<file path="src/pstat_pkg.sv">
// Package with register map, field positions and reset values of the primary status block.
package pstat_pkg;
	localparam int ADDR_W = 8;
	localparam int FLAG_N = 5;
	// Printed offset 0x06 is not a multiple of four, so it is kept as an index.
	localparam logic [ADDR_W-1:0] PRIMARY_STATUS_IDX = 8'h06;
	localparam logic [ADDR_W-1:0] COMMAND_IDX = 8'h04;
	localparam logic [ADDR_W-1:0] IRQ_MASK_IDX = 8'h20;
	localparam logic [ADDR_W-1:0] PRIMARY_STATUS_ADDR = 8'h18;
	localparam logic [ADDR_W-1:0] COMMAND_ADDR = 8'h10;
	localparam logic [ADDR_W-1:0] IRQ_MASK_ADDR = 8'h80;
	localparam logic [15:0] PRIMARY_STATUS_RST = 16'h0080;
	localparam logic [15:0] COMMAND_RST = 16'h0001;
	localparam logic [15:0] COMMAND_WMASK = 16'h0147;
	localparam logic [15:0] IRQ_MASK_RST = 16'h0000;
	localparam logic [15:0] STATUS_WC_MASK = 16'hF900;
	localparam int BIT_HUB_PARITY = 15;
	localparam int BIT_SYS_ERR = 14;
	localparam int BIT_MA_RCVD = 13;
	localparam int BIT_TA_RCVD = 12;
	localparam int BIT_TA_SIG = 11;
	localparam int BIT_REP_PARITY = 8;
	localparam int BIT_FAST_B2B = 7;
	localparam int BIT_PAR_RESP_EN = 6;
	localparam int BIT_SYS_ERR_EN = 8;
	localparam logic [1:0] SEL_TIMING_FAST = 2'h0;
endpackage

</file>
<file path="src/primary_status_block.sv">
// Primary status register bank of a hub-to-PCI bridge with APB access and interrupt.
// Contract
// - Writing one clears flag; zero leaves it.
// - Hub parity error always sets bit 15.
// - PCI addr/cmd/special parity sets 14 if enabled.
// - Bit 14 with error enable raises NMI.
// - Received hub master abort sets bit 13.
// - Received hub target abort sets bit 12.
// - Bit 12 setting reported to health logic.
// - Signalled hub target abort sets bit 11.
// - Bits 10:9 read-only fast timing zero.
// - Hub parity with response enable sets 8.
// - Bit 7 read-only, always one.
// - Bits 6, 5 zero; 4:0 reserved.
// - Command bit 6 gates hub parity reporting.
//
// Added by the designer: the APB register port.
module primary_status_block (
	// Clock and reset.
	input wire logic ref_clk_i,
	input wire logic rst_i,
	// APB slave.
	input wire logic psel_i,
	input wire logic penable_i,
	input wire logic pwrite_i,
	input wire logic [pstat_pkg::ADDR_W-1:0] paddr_i,
	input wire logic [31:0] pwdata_i,
	output logic [31:0] prdata_o,
	output logic pready_o,
	output logic pslverr_o,
	// Event strobes from detection logic, one cycle each.
	input wire logic hub_parity_err_i,
	input wire logic pci_parity_err_i,
	input wire logic master_abort_rcvd_i,
	input wire logic target_abort_rcvd_i,
	input wire logic target_abort_sig_i,
	// System outputs.
	output logic nmi_o,
	output logic system_health_logic_o,
	output logic irq_o
);
	logic [15:0] command_r;
	logic [15:0] irq_mask_r;
	logic [15:0] status;
	logic [pstat_pkg::FLAG_N-1:0] set_vec;
	logic [pstat_pkg::FLAG_N-1:0] clr_vec;
	logic [pstat_pkg::FLAG_N-1:0] flag_vec;
	logic [15:0] wc_bits;
	logic wr_en;
	logic rd_en;
	logic hit_status;
	logic hit_cmd;
	logic hit_mask;
	logic ta_rcvd_d_r;
	logic par_resp_en;
	logic sys_err_en;

	assign wr_en = psel_i && penable_i && pwrite_i;
	assign rd_en = psel_i && penable_i && !pwrite_i;
	assign hit_status = paddr_i == pstat_pkg::PRIMARY_STATUS_ADDR;
	assign hit_cmd = paddr_i == pstat_pkg::COMMAND_ADDR;
	assign hit_mask = paddr_i == pstat_pkg::IRQ_MASK_ADDR;
	assign pready_o = 1'b1;
	assign pslverr_o = psel_i && penable_i && !(hit_status || hit_cmd || hit_mask);

	assign par_resp_en = command_r[pstat_pkg::BIT_PAR_RESP_EN];
	assign sys_err_en = command_r[pstat_pkg::BIT_SYS_ERR_EN];

	// Vector index 4 down to 0 maps to status bits 15, 14, 13, 12 and 11.
	// The reported parity flag on bit 8 sits apart below, as it has its own gate.
	assign set_vec[4] = hub_parity_err_i;
	assign set_vec[3] = pci_parity_err_i && par_resp_en;
	assign set_vec[2] = master_abort_rcvd_i;
	assign set_vec[1] = target_abort_rcvd_i;
	assign set_vec[0] = target_abort_sig_i;

	assign wc_bits = (wr_en && hit_status) ? (pwdata_i[15:0] & pstat_pkg::STATUS_WC_MASK)
		: 16'h0000;
	assign clr_vec = {wc_bits[pstat_pkg::BIT_HUB_PARITY], wc_bits[pstat_pkg::BIT_SYS_ERR],
		wc_bits[pstat_pkg::BIT_MA_RCVD], wc_bits[pstat_pkg::BIT_TA_RCVD],
		wc_bits[pstat_pkg::BIT_TA_SIG]};

	// The flag vectors are wired to five fixed status bits, so no other count can serve.
	generate
		if (pstat_pkg::FLAG_N != 5) begin : g_bad_flag_n
			$error("flag count must be five");
		end
		if (pstat_pkg::ADDR_W < 8) begin : g_bad_addr_w
			$error("address must hold the highest byte address");
		end
	endgenerate

	genvar gi;
	generate
		for (gi = 0; gi < pstat_pkg::FLAG_N; gi++) begin : g_flag
			wc_flag u_flag (
				.ref_clk_i(ref_clk_i),
				.rst_i(rst_i),
				.set_i(set_vec[gi]),
				.clr_i(clr_vec[gi]),
				.flag_o(flag_vec[gi])
			);
		end
	endgenerate

	logic reported_parity_flag;
	wc_flag u_rep_parity (
		.ref_clk_i(ref_clk_i),
		.rst_i(rst_i),
		.set_i(hub_parity_err_i && par_resp_en),
		.clr_i(wc_bits[pstat_pkg::BIT_REP_PARITY]),
		.flag_o(reported_parity_flag)
	);

	always_comb begin
		status = pstat_pkg::PRIMARY_STATUS_RST;
		status[pstat_pkg::BIT_HUB_PARITY] = flag_vec[4];
		status[pstat_pkg::BIT_SYS_ERR] = flag_vec[3];
		status[pstat_pkg::BIT_MA_RCVD] = flag_vec[2];
		status[pstat_pkg::BIT_TA_RCVD] = flag_vec[1];
		status[pstat_pkg::BIT_TA_SIG] = flag_vec[0];
		status[10:9] = pstat_pkg::SEL_TIMING_FAST;
		status[pstat_pkg::BIT_REP_PARITY] = reported_parity_flag;
		status[pstat_pkg::BIT_FAST_B2B] = 1'b1;
	end

	always_ff @(posedge ref_clk_i or posedge rst_i) begin
		if (rst_i) begin
			command_r <= pstat_pkg::COMMAND_RST;
		end else if (wr_en && hit_cmd) begin
			command_r <= pwdata_i[15:0] & pstat_pkg::COMMAND_WMASK;
		end
	end

	always_ff @(posedge ref_clk_i or posedge rst_i) begin
		if (rst_i) begin
			irq_mask_r <= pstat_pkg::IRQ_MASK_RST;
		end else if (wr_en && hit_mask) begin
			irq_mask_r <= pwdata_i[15:0] & pstat_pkg::STATUS_WC_MASK;
		end
	end

	always_ff @(posedge ref_clk_i or posedge rst_i) begin
		if (rst_i) begin
			prdata_o <= 32'h0000_0000;
		end else if (psel_i && !penable_i && !pwrite_i) begin
			if (hit_status) begin
				prdata_o <= {16'h0000, status};
			end else if (hit_cmd) begin
				prdata_o <= {16'h0000, command_r};
			end else if (hit_mask) begin
				prdata_o <= {16'h0000, irq_mask_r};
			end else begin
				prdata_o <= 32'h0000_0000;
			end
		end
	end

	// Pulse to the health logic on the rising edge of the received target abort flag.
	always_ff @(posedge ref_clk_i or posedge rst_i) begin
		if (rst_i) begin
			ta_rcvd_d_r <= 1'b0;
		end else begin
			ta_rcvd_d_r <= flag_vec[1];
		end
	end

	always_ff @(posedge ref_clk_i or posedge rst_i) begin
		if (rst_i) begin
			system_health_logic_o <= 1'b0;
		end else begin
			system_health_logic_o <= flag_vec[1] && !ta_rcvd_d_r;
		end
	end

	always_ff @(posedge ref_clk_i or posedge rst_i) begin
		if (rst_i) begin
			nmi_o <= 1'b0;
		end else begin
			nmi_o <= flag_vec[3] && sys_err_en;
		end
	end

	always_ff @(posedge ref_clk_i or posedge rst_i) begin
		if (rst_i) begin
			irq_o <= 1'b0;
		end else begin
			irq_o <= |(status & irq_mask_r & pstat_pkg::STATUS_WC_MASK);
		end
	end

	a_hub_parity_set: assert property (@(posedge ref_clk_i) disable iff (rst_i)
		hub_parity_err_i |=> status[15]) else $error("bit 15 not set");
	a_pci_parity_gate: assert property (@(posedge ref_clk_i) disable iff (rst_i)
		(pci_parity_err_i && !par_resp_en && !status[14] && !wr_en) |=> !status[14])
		else $error("bit 14 set while disabled");
	a_nmi_raise: assert property (@(posedge ref_clk_i) disable iff (rst_i)
		(pci_parity_err_i && par_resp_en && sys_err_en && !wr_en) |=> ##1 nmi_o)
		else $error("nmi missing");
	a_master_abort_set: assert property (@(posedge ref_clk_i) disable iff (rst_i)
		master_abort_rcvd_i |=> status[13]) else $error("bit 13 not set");
	a_target_abort_set: assert property (@(posedge ref_clk_i) disable iff (rst_i)
		target_abort_rcvd_i |=> status[12]) else $error("bit 12 not set");
	a_health_pulse: assert property (@(posedge ref_clk_i) disable iff (rst_i)
		$rose(status[12]) |=> system_health_logic_o ##1 !system_health_logic_o)
		else $error("health pulse wrong");
	a_sig_abort_set: assert property (@(posedge ref_clk_i) disable iff (rst_i)
		target_abort_sig_i |=> status[11]) else $error("bit 11 not set");
	a_fixed_bits: assert property (@(posedge ref_clk_i) disable iff (rst_i)
		status[10:0] == {2'h0, status[8], 8'h80}) else $error("fixed bits wrong");
	a_rep_parity_gate: assert property (@(posedge ref_clk_i) disable iff (rst_i)
		(hub_parity_err_i && par_resp_en) |=> status[8])
		else $error("bit 8 not set");
	a_rep_parity_off: assert property (@(posedge ref_clk_i) disable iff (rst_i)
		(hub_parity_err_i && !par_resp_en && !status[8]) |=> !status[8])
		else $error("bit 8 set while disabled");
	a_read_only_ones: assert property (@(posedge ref_clk_i) disable iff (rst_i)
		status[7] && !status[6] && !status[5]) else $error("capability bits");
	a_reserved_zero: assert property (@(posedge ref_clk_i) disable iff (rst_i)
		status[4:0] == 5'h00) else $error("reserved bits not zero");
	a_wc_clear: assert property (@(posedge ref_clk_i) disable iff (rst_i)
		(wr_en && hit_status && pwdata_i[13] && !master_abort_rcvd_i) |=> !status[13])
		else $error("write one did not clear");

	// A zero written over a set flag must leave it standing.
	a_zero_keeps: assert property (@(posedge ref_clk_i) disable iff (rst_i)
		(wr_en && hit_status && !pwdata_i[12]) |=> status[12] == $past(status[12])
		|| $past(target_abort_rcvd_i)) else $error("zero write changed flag");
	a_pci_parity_set: assert property (@(posedge ref_clk_i) disable iff (rst_i)
		(pci_parity_err_i && par_resp_en) |=> status[14]) else $error("bit 14 not set");
	// The error output is a level that follows bit 14 and the enable by one cycle.
	a_nmi_level: assert property (@(posedge ref_clk_i) disable iff (rst_i)
		1'b1 |=> nmi_o == $past(status[14] && sys_err_en)) else $error("nmi level wrong");
	// The health pulse may only appear one cycle after bit 12 went from zero to one.
	a_health_only_rise: assert property (@(posedge ref_clk_i) disable iff (rst_i)
		system_health_logic_o |-> $past(status[12]) && !$past(status[12], 2))
		else $error("health pulse without rise");
	a_sel_timing: assert property (@(posedge ref_clk_i) disable iff (rst_i)
		status[10:9] == pstat_pkg::SEL_TIMING_FAST) else $error("timing field not fast");
	// Read data of the status register carries the fixed bits and a zero upper half.
	a_status_read: assert property (@(posedge ref_clk_i) disable iff (rst_i)
		(psel_i && !penable_i && !pwrite_i && hit_status)
		|=> prdata_o == {16'h0000, $past(status)}) else $error("status read wrong");
	a_cmd_write: assert property (@(posedge ref_clk_i) disable iff (rst_i)
		(wr_en && hit_cmd) |=> command_r == $past(pwdata_i[15:0] & pstat_pkg::COMMAND_WMASK))
		else $error("command write wrong");
	// Mapped addresses never raise the bus error.
	a_mapped_no_err: assert property (@(posedge ref_clk_i) disable iff (rst_i)
		(psel_i && penable_i && (hit_status || hit_cmd || hit_mask)) |-> !pslverr_o)
		else $error("bus error on mapped address");
	// The interrupt is a level of the masked status, one cycle behind it.
	a_irq_level: assert property (@(posedge ref_clk_i) disable iff (rst_i)
		1'b1 |=> irq_o == $past(|(status & irq_mask_r))) else $error("interrupt level wrong");
endmodule

</file>
<file path="src/wc_flag.sv">
// One sticky write-one-to-clear flag where a set beats a same-cycle clear.
module wc_flag (
	// Clock and reset.
	input wire logic ref_clk_i,
	input wire logic rst_i,
	// Set and clear strobes.
	input wire logic set_i,
	input wire logic clr_i,
	// Flag state.
	output logic flag_o
);
	always_ff @(posedge ref_clk_i or posedge rst_i) begin
		if (rst_i) begin
			flag_o <= 1'b0;
		end else if (set_i) begin
			flag_o <= 1'b1;
		end else if (clr_i) begin
			flag_o <= 1'b0;
		end
	end

	a_set_wins: assert property (@(posedge ref_clk_i) disable iff (rst_i)
		set_i |=> flag_o) else $error("flag lost its set");
	a_clear_works: assert property (@(posedge ref_clk_i) disable iff (rst_i)
		(clr_i && !set_i) |=> !flag_o) else $error("flag not cleared");
	a_hold_flag: assert property (@(posedge ref_clk_i) disable iff (rst_i)
		(!clr_i && !set_i) |=> flag_o == $past(flag_o)) else $error("flag changed");
endmodule
</file>
<file path="config.mk">
export PLATFORM = sky130hd
export DESIGN_NAME = primary_status_block
export DESIGN_NICKNAME = d
export VERILOG_FILES = /design/src/pstat_pkg.sv /design/src/primary_status_block.sv /design/src/wc_flag.sv
export SDC_FILE = /design/constraint.sdc
export NUM_CORES = 1
export LEC_CHECK = 0
export ABC_AREA = 1
export BUFFER_PORTS_ARGS = -buffer_cell sky130_fd_sc_hd__buf_2
export CAP_MARGIN = 20
export CORE_ASPECT_RATIO = 1.75
export CORE_MARGIN = 4
export CORE_UTILIZATION = 29
export CTS_CLUSTER_SIZE = 8
export DETAILED_ROUTE_END_ITERATION = 8
export GPL_ROUTABILITY_DRIVEN = 0
export PLACE_DENSITY = 0.66
export SLEW_MARGIN = 20
export SYNTH_ARGS = -nofsm -noshare
export SYNTH_HDL_FRONTEND = slang
export SYNTH_SLANG_ARGS = --single-unit
</file>
<file path="constraint.sdc">
create_clock -name ref_clk_i -period 1.05 [get_ports ref_clk_i]
set_input_delay 0.21 -clock ref_clk_i [delete_from_list [all_inputs] [get_ports ref_clk_i]]
set_output_delay 0.21 -clock ref_clk_i [all_outputs]
set_load 0.01 [all_outputs]
</file>
=== After elaboration in Yosys (flattened, before gate mapping) ===
Cells that the tools add are included.

* Equal/unequal tests: 3
* Multiplexer cells: 16
* Bitwise operators: 1
* Reduce and logical (&&, ||, !) cells: 25

{| class="wikitable"
|+ Operator list
! kind !! number
|-
| 16-bit 2-to-1 mux || 3
|-
| 32-bit 2-to-1 mux || 1
|-
| 16-bit AND || 1
|-
| 8-bit by 5-bit == test with 1-bit output, second input constant || 2
|-
| 1-bit logical AND || 12
|-
| 1-bit 2-to-1 mux || 12
|-
| 2-bit nonzero test || 6
|-
| 8-bit == test, second input constant || 1
|-
| 6-bit OR reduction || 1
|-
| 1-bit zero test || 4
|-
| 1-bit logical OR || 2
|}

* Register bits after elaboration: 53
* Input port bits: 50
* Output and inout bits: 37
* Logic and storage cells: 58

=== Longest topological paths before layout ===
* Depth in word-level cells: 6
* Gate-level depth with buffers: 9
* Depth with buffers taken out: 9

=== Hierarchy ===
From an unflattened synthesis, not the netlist that was laid out.

* Cells, all modules: 230
* Area total of the unflattened synthesis: 1805.5 sq um

{| class="wikitable"
|+ By module, submodules not included
! module !! instances !! cells each !! area an instance (sq um) !! seq. area each (sq um)
|-
| primary_status_block || 1 || 194 || 1542.7 || 651.9
|-
| wc_flag || 6 || 6 || 43.8 || 25.0
|}

=== Worst setup path after synthesis ===
Ideal clock, no wire load.

* Path type: input to register
* From: input paddr_i[0] (netlist name)
* To: register irq_mask_r[8]
* Setup time: 0.118 ns
* Arrival time: 0.852 ns
* Data required time: 0.932 ns
* Slack: 0.080 ns
* Cell stages on the path: 8
* Path buffers: 0
* Path through: inv_1 -> nand2_2 -> nor2_4 -> nand2_2 -> inv_4 -> nand2_4 -> nand2_1 -> o21ai_2

* Longest elaborated chain between the ends: 2

{| class="wikitable"
|+ Ends and longest elaborated chain
! what !! RTL line !! text
|-
| start, declared || primary_status_block.sv:26 || <nowiki>input wire logic [pstat_pkg::ADDR_W-1:0] paddr_i,</nowiki>
|-
| 8-bit == test || primary_status_block.sv:62 || <nowiki>assign hit_mask = paddr_i == pstat_pkg::IRQ_MASK_ADDR;</nowiki>
|-
| 1-bit logical AND || primary_status_block.sv:138 || <nowiki>end else if (wr_en && hit_mask) begin</nowiki>
|-
| end signal, assigned || primary_status_block.sv:137 || <nowiki>irq_mask_r <= pstat_pkg::IRQ_MASK_RST;</nowiki>
|-
| end signal, assigned || primary_status_block.sv:139 || <nowiki>irq_mask_r <= pwdata_i[15:0] & pstat_pkg::STATUS_WC_MASK;</nowiki>
|-
| end, declared || primary_status_block.sv:43 || <nowiki>logic [15:0] irq_mask_r;</nowiki>
|}

Every way passes these cells.
A chain may end at the register's enable or synchronous reset.

=== Worst setup path in the final report ===
* From: input paddr_i[0] (netlist name)
* To: output pslverr_o

* Longest elaborated chain between the ends: 5
* Elaborated cells between the ends (all ways): 7
* Those cells by class: eq/ne: 3; reduce/logical: 4

{| class="wikitable"
|+ Ends and longest elaborated chain
! what !! RTL line !! text
|-
| 8-bit by 5-bit == test with 1-bit output, on equally long branches || primary_status_block.sv:60, primary_status_block.sv:61 ||
|-
| 1-bit logical OR || primary_status_block.sv:64 || <nowiki>assign pslverr_o = psel_i && penable_i && !(hit_status || hit_cmd || hit_mask);</nowiki>
|-
| 1-bit logical OR (*) || primary_status_block.sv:64 ||
|-
| 1-bit zero test (*) || primary_status_block.sv:64 ||
|-
| 1-bit logical AND (*) || primary_status_block.sv:64 ||
|-
| end, declared || primary_status_block.sv:30 || <nowiki>output logic pslverr_o,</nowiki>
|}

Mark *: on every way between the ends. The rest lies on a longest branch, timed or not.

==> results_tabular.tex <==
\begin{tabular}{lr}
\hline
Metric & Value \\
\hline
\multicolumn{2}{l}{\textbf{Run status}} \\
Status & finished, violations left \\
Violated checks & setup timing \\
\multicolumn{2}{l}{\textbf{Clock tree}} \\
Number of clock sinks & 32 \\
Buffers from clock root to sink, at most & 2 \\
TritonCTS clock tree & yes \\
Htree depth & 2 \\
Clock-pin slew of the registers on the worst-case setup and hold paths & 0.06 ns \\
Number of buffers inserted during clock tree synthesis & 5 \\
Clock insertion delay at the later pin of the skew report & 0.29 ns \\
Clock tree root driver cell & sky130\_fd\_sc\_hd\_\_clkbuf\_8 \\
\multicolumn{2}{l}{\textbf{Placement}} \\
Number of buffers added on ports & 42 \\
Number of cells in the design after placement & about 340 \\
Dpl hpwl & 2980 µm \\
\multicolumn{2}{l}{\textbf{Yosys}} \\
Count of synthesis-stage warnings from yosys & 0 \\
Average instance area after synthesis & 8.03 µm² \\
Fraction of post-synthesis cell area in the top cell type by area & around 45\% \\
Cell Area, Synth & 1720 µm² \\
Number of distinct library cells after synthesis & 26 \\
Post-synthesis sequential area ratio & 46.7\% \\
Post-Syn Instances & approximately 210 \\
Area leader, netlist & sky130\_fd\_sc\_hd\_\_dfrtp\_1 \\
Seq cells post-synth & 32 \\
Ranking of synthesized cells by area & sky130\_fd\_sc\_hd\_\_dfrtp\_1 (45\%), sky130\_fd\_sc\_hd\_\_nand2\_1 (19\%), sky130\_fd\_sc\_hd\_\_buf\_4 (10\%) \\
\multicolumn{2}{l}{\textbf{Cells and area}} \\
Final cell count without fillers & 360 \\
Number of inserted diodes & 0 \\
Filler cell count in the final layout & 599 \\
Leading cell type in the layout, fill and taps excluded & sky130\_fd\_sc\_hd\_\_nand2\_1 \\
Commonest cells after routing, fill and taps aside & sky130\_fd\_sc\_hd\_\_nand2\_1 (81), sky130\_fd\_sc\_hd\_\_buf\_2 (35), sky130\_fd\_sc\_hd\_\_dfrtp\_1 (31), sky130\_fd\_sc\_hd\_\_buf\_4 (23), sky130\_fd\_sc\_hd\_\_conb\_1 (22) \\
Share of post-route cells with drive strength above 1 & between 30\% and 40\% \\
Layout net count & between 300 and 400 \\
Register Area & 802 µm² \\
Multi-input logic area & roughly 760 µm² \\
Util after Layout & about two fifths \\
P\&R area growth vs syn & 35.7\% \\
\multicolumn{2}{l}{\textbf{Detailed routing}} \\
Ratio of routed vias to standard cells & 4.06 \\
Routed WL per cell & 10.9 µm \\
Pre-Repair DR Iteration Count & 5 \\
Number of DRC violations after detailed-routing iteration 0 & 62 \\
Final antenna-violating net count & 0 \\
Post-route DRC violation count & 0 \\
Via count & 1461 \\
Total wirelength of the detailed-routed design & $\sim$3900 µm \\
\multicolumn{2}{l}{\textbf{Setup path}} \\
Slowest-stage cell, CP & sky130\_fd\_sc\_hd\_\_nor2\_4 \\
Worst-case register-to-register setup slack & 0.08 ns \\
Critical path class & primary input to output pin \\
Gate family responsible for the most delay along the worst path & simple AND/OR/NAND/NOR gates \\
Type of element capturing the critical path & output pin \\
Startpoint of the worst-slack reg-to-reg timing path & irq\_mask\_r[13] \\
Ordered list of cells on the worst path & buf\_6 -> inv\_4 -> nand2\_4 -> nor2\_4 -> nand2\_4 -> nand3\_2 -> nor2\_2 -> buf\_2 \\
Data arrival time at the worst-slack endpoint & 0.90 ns \\
Max Fanout on Critical Path & 3 \\
Cell repeated most along the worst path & sky130\_fd\_sc\_hd\_\_nand2\_4 \\
Critical Path Max Stage Delay & $\sim$0.19 ns \\
Worst path bufs/invs & 3 \\
Nature of the critical path startpoint & primary input \\
Worst R2R Path Depth & 4 \\
Reg-to-reg endpoint & irq\_o \\
Required arrival time at the worst endpoint & between 0.8 and 0.9 ns \\
\multicolumn{2}{l}{\textbf{Min path}} \\
Min-Delay Startpoint & master\_abort\_rcvd\_i \\
Tightest Hold Check Type & primary input to flip-flop \\
Worst Hold Depth & 3 \\
Endpoint of the worst hold path & g\_flag[2].u\_flag.flag\_o \\
\multicolumn{2}{l}{\textbf{Global route}} \\
Wire length of the first global-routing pass & 6360 µm \\
Maximum number of pins on one net before global-route repair & 28 \\
Antenna violations before repair & 0 \\
Number of global-route vias before repair & 1490 \\
Overall track demand over capacity in global routing & between 10 and 15\% \\
Global-route congestion overflow total & 0 \\
\multicolumn{2}{l}{\textbf{STA}} \\
Crit share post-route & 106\% \\
Final min period & $\sim$1.1 ns \\
Fmax & 0.898 GHz \\
Hold Violations, Final & 0 \\
Final setup violation count & 1 \\
Maximum clock skew at final layout & 0.00312 ns \\
Final number of max-transition violations & 0 \\
Unrepaired setup endpoints after global routing & true \\
Final worst slack & -0.0635 ns \\
\multicolumn{2}{l}{\textbf{Floorplanning}} \\
Die extent in y & 110 µm \\
Count of boundary I/O pins & 87 \\
Total number of placement rows & 36 \\
Die boundary width & 66.2 µm \\
Initial Util & 30.3\% \\
Total Die Area & roughly 7300 µm² \\
Floorplan Core Area & 5680 µm² \\
\multicolumn{2}{l}{\textbf{Flow run}} \\
Max-Cap Viols & 0 \\
\multicolumn{2}{l}{\textbf{Pwr}} \\
Post-layout total power & 2.60 mW \\
Worst VDD drop & 465 µV \\
Power per cell area & 1120 nW/µm² \\
Total leakage power & approximately 1.4 nW \\
\hline
\end{tabular}
[registers in the layout, summed over array words and instances (netlist names)]
register,flops
system_health_logic_o,1
g_flag.u_flag.flag_o,5
nmi_o,1
irq_mask_r,6
u_rep_parity.flag_o,1
prdata_o,11
ta_rcvd_d_r,1
command_r,5
irq_o,1
[how the worst max path moves through the flow]
stage	startpoint	cells after the start	slack, ns	to
floorplan	paddr_i[0]	8	0.08	irq_mask_r[8]
global placement	paddr_i[0]	8	-0.13	pslverr_o
detailed placement	paddr_i[6]	8	-0.13	pslverr_o
CTS	paddr_i[5]	8	-0.04	pslverr_o
global route	paddr_i[0]	8	-0.12	pslverr_o
finish	paddr_i[0]	8	-0.06	pslverr_o
[synthesized netlist by cell type (all sizes together)]
cell and n:
nand2 93, dfrtp 31, buf 24, nand3 23, inv 21, nor2 7, o21ai 5, clkinv 2
conb 2, a21oi 1, clkbuf 1, dfstp 1, nand3b 1, nand4 1, nor3 1
[what timing repair did]
item / in CTS / in global routing
buffers inserted: 5 / 5
hold endpoints to repair: 4 / 0
gates resized for setup: 22 / 9
hold buffers: 1 / 0
pin swaps: 10 / 9
endpoints found under the setup margin: 1 / 2
[per-layer routing]
metal	share of wire, %	vias up	track usage [%]
met5	0	-	0
met4	1.8	0	5.67
met3	7.0	4	2.25
met2	54	53	21.5
met1	37	655	11.5
li1	-	749	-
[tightest hold or removal path: cells and delay by family]
family / cells / cell delay (ns)
buffers and inverters: 2 / 0.10
AND/OR/NAND/NOR: 1 / 0.05
[stage by stage]
stage	hold slack, ns	cell area, µm²	setup TNS, ns	worst slack [ns]
after global placement	0.146	2040	-1.78	-0.126
after CTS	0.0972	2270	-0.0441	-0.0441
final	0.104	2330	-0.0635	-0.0635
after floorplan	0.308	1790	0	0.0796
after detailed placement	0.159	2040	-2.09	-0.135
after global routing	0.112	2330	-0.293	-0.120
[power breakdown]
part / leakage [nW] / switching, mW / internal [mW]
sequential: 0.416 / 0.0195 / 1.26
combinational: 0.955 / 0.178 / 0.123
clock: 0.0503 / 0.440 / 0.583
[kinds of logic after synthesis]
group / after synthesis / synth area share (%)
flops: 32 / 46.7
simple gates: 126 / 34.7
buf+inv: 48 / 16.0
compound gates: 6 / 2.18
other cells: 2 / 0.437
[layout make-up]
cell class                 count  area share [%]
sequential                    32            34.4
multi-input combinational    154            32.7
timing repair buffer          68            20.1
inverter                      23            4.56
clock buffer                   7            4.13
tap                           76            4.08
(Power assumes the default switching activity.)
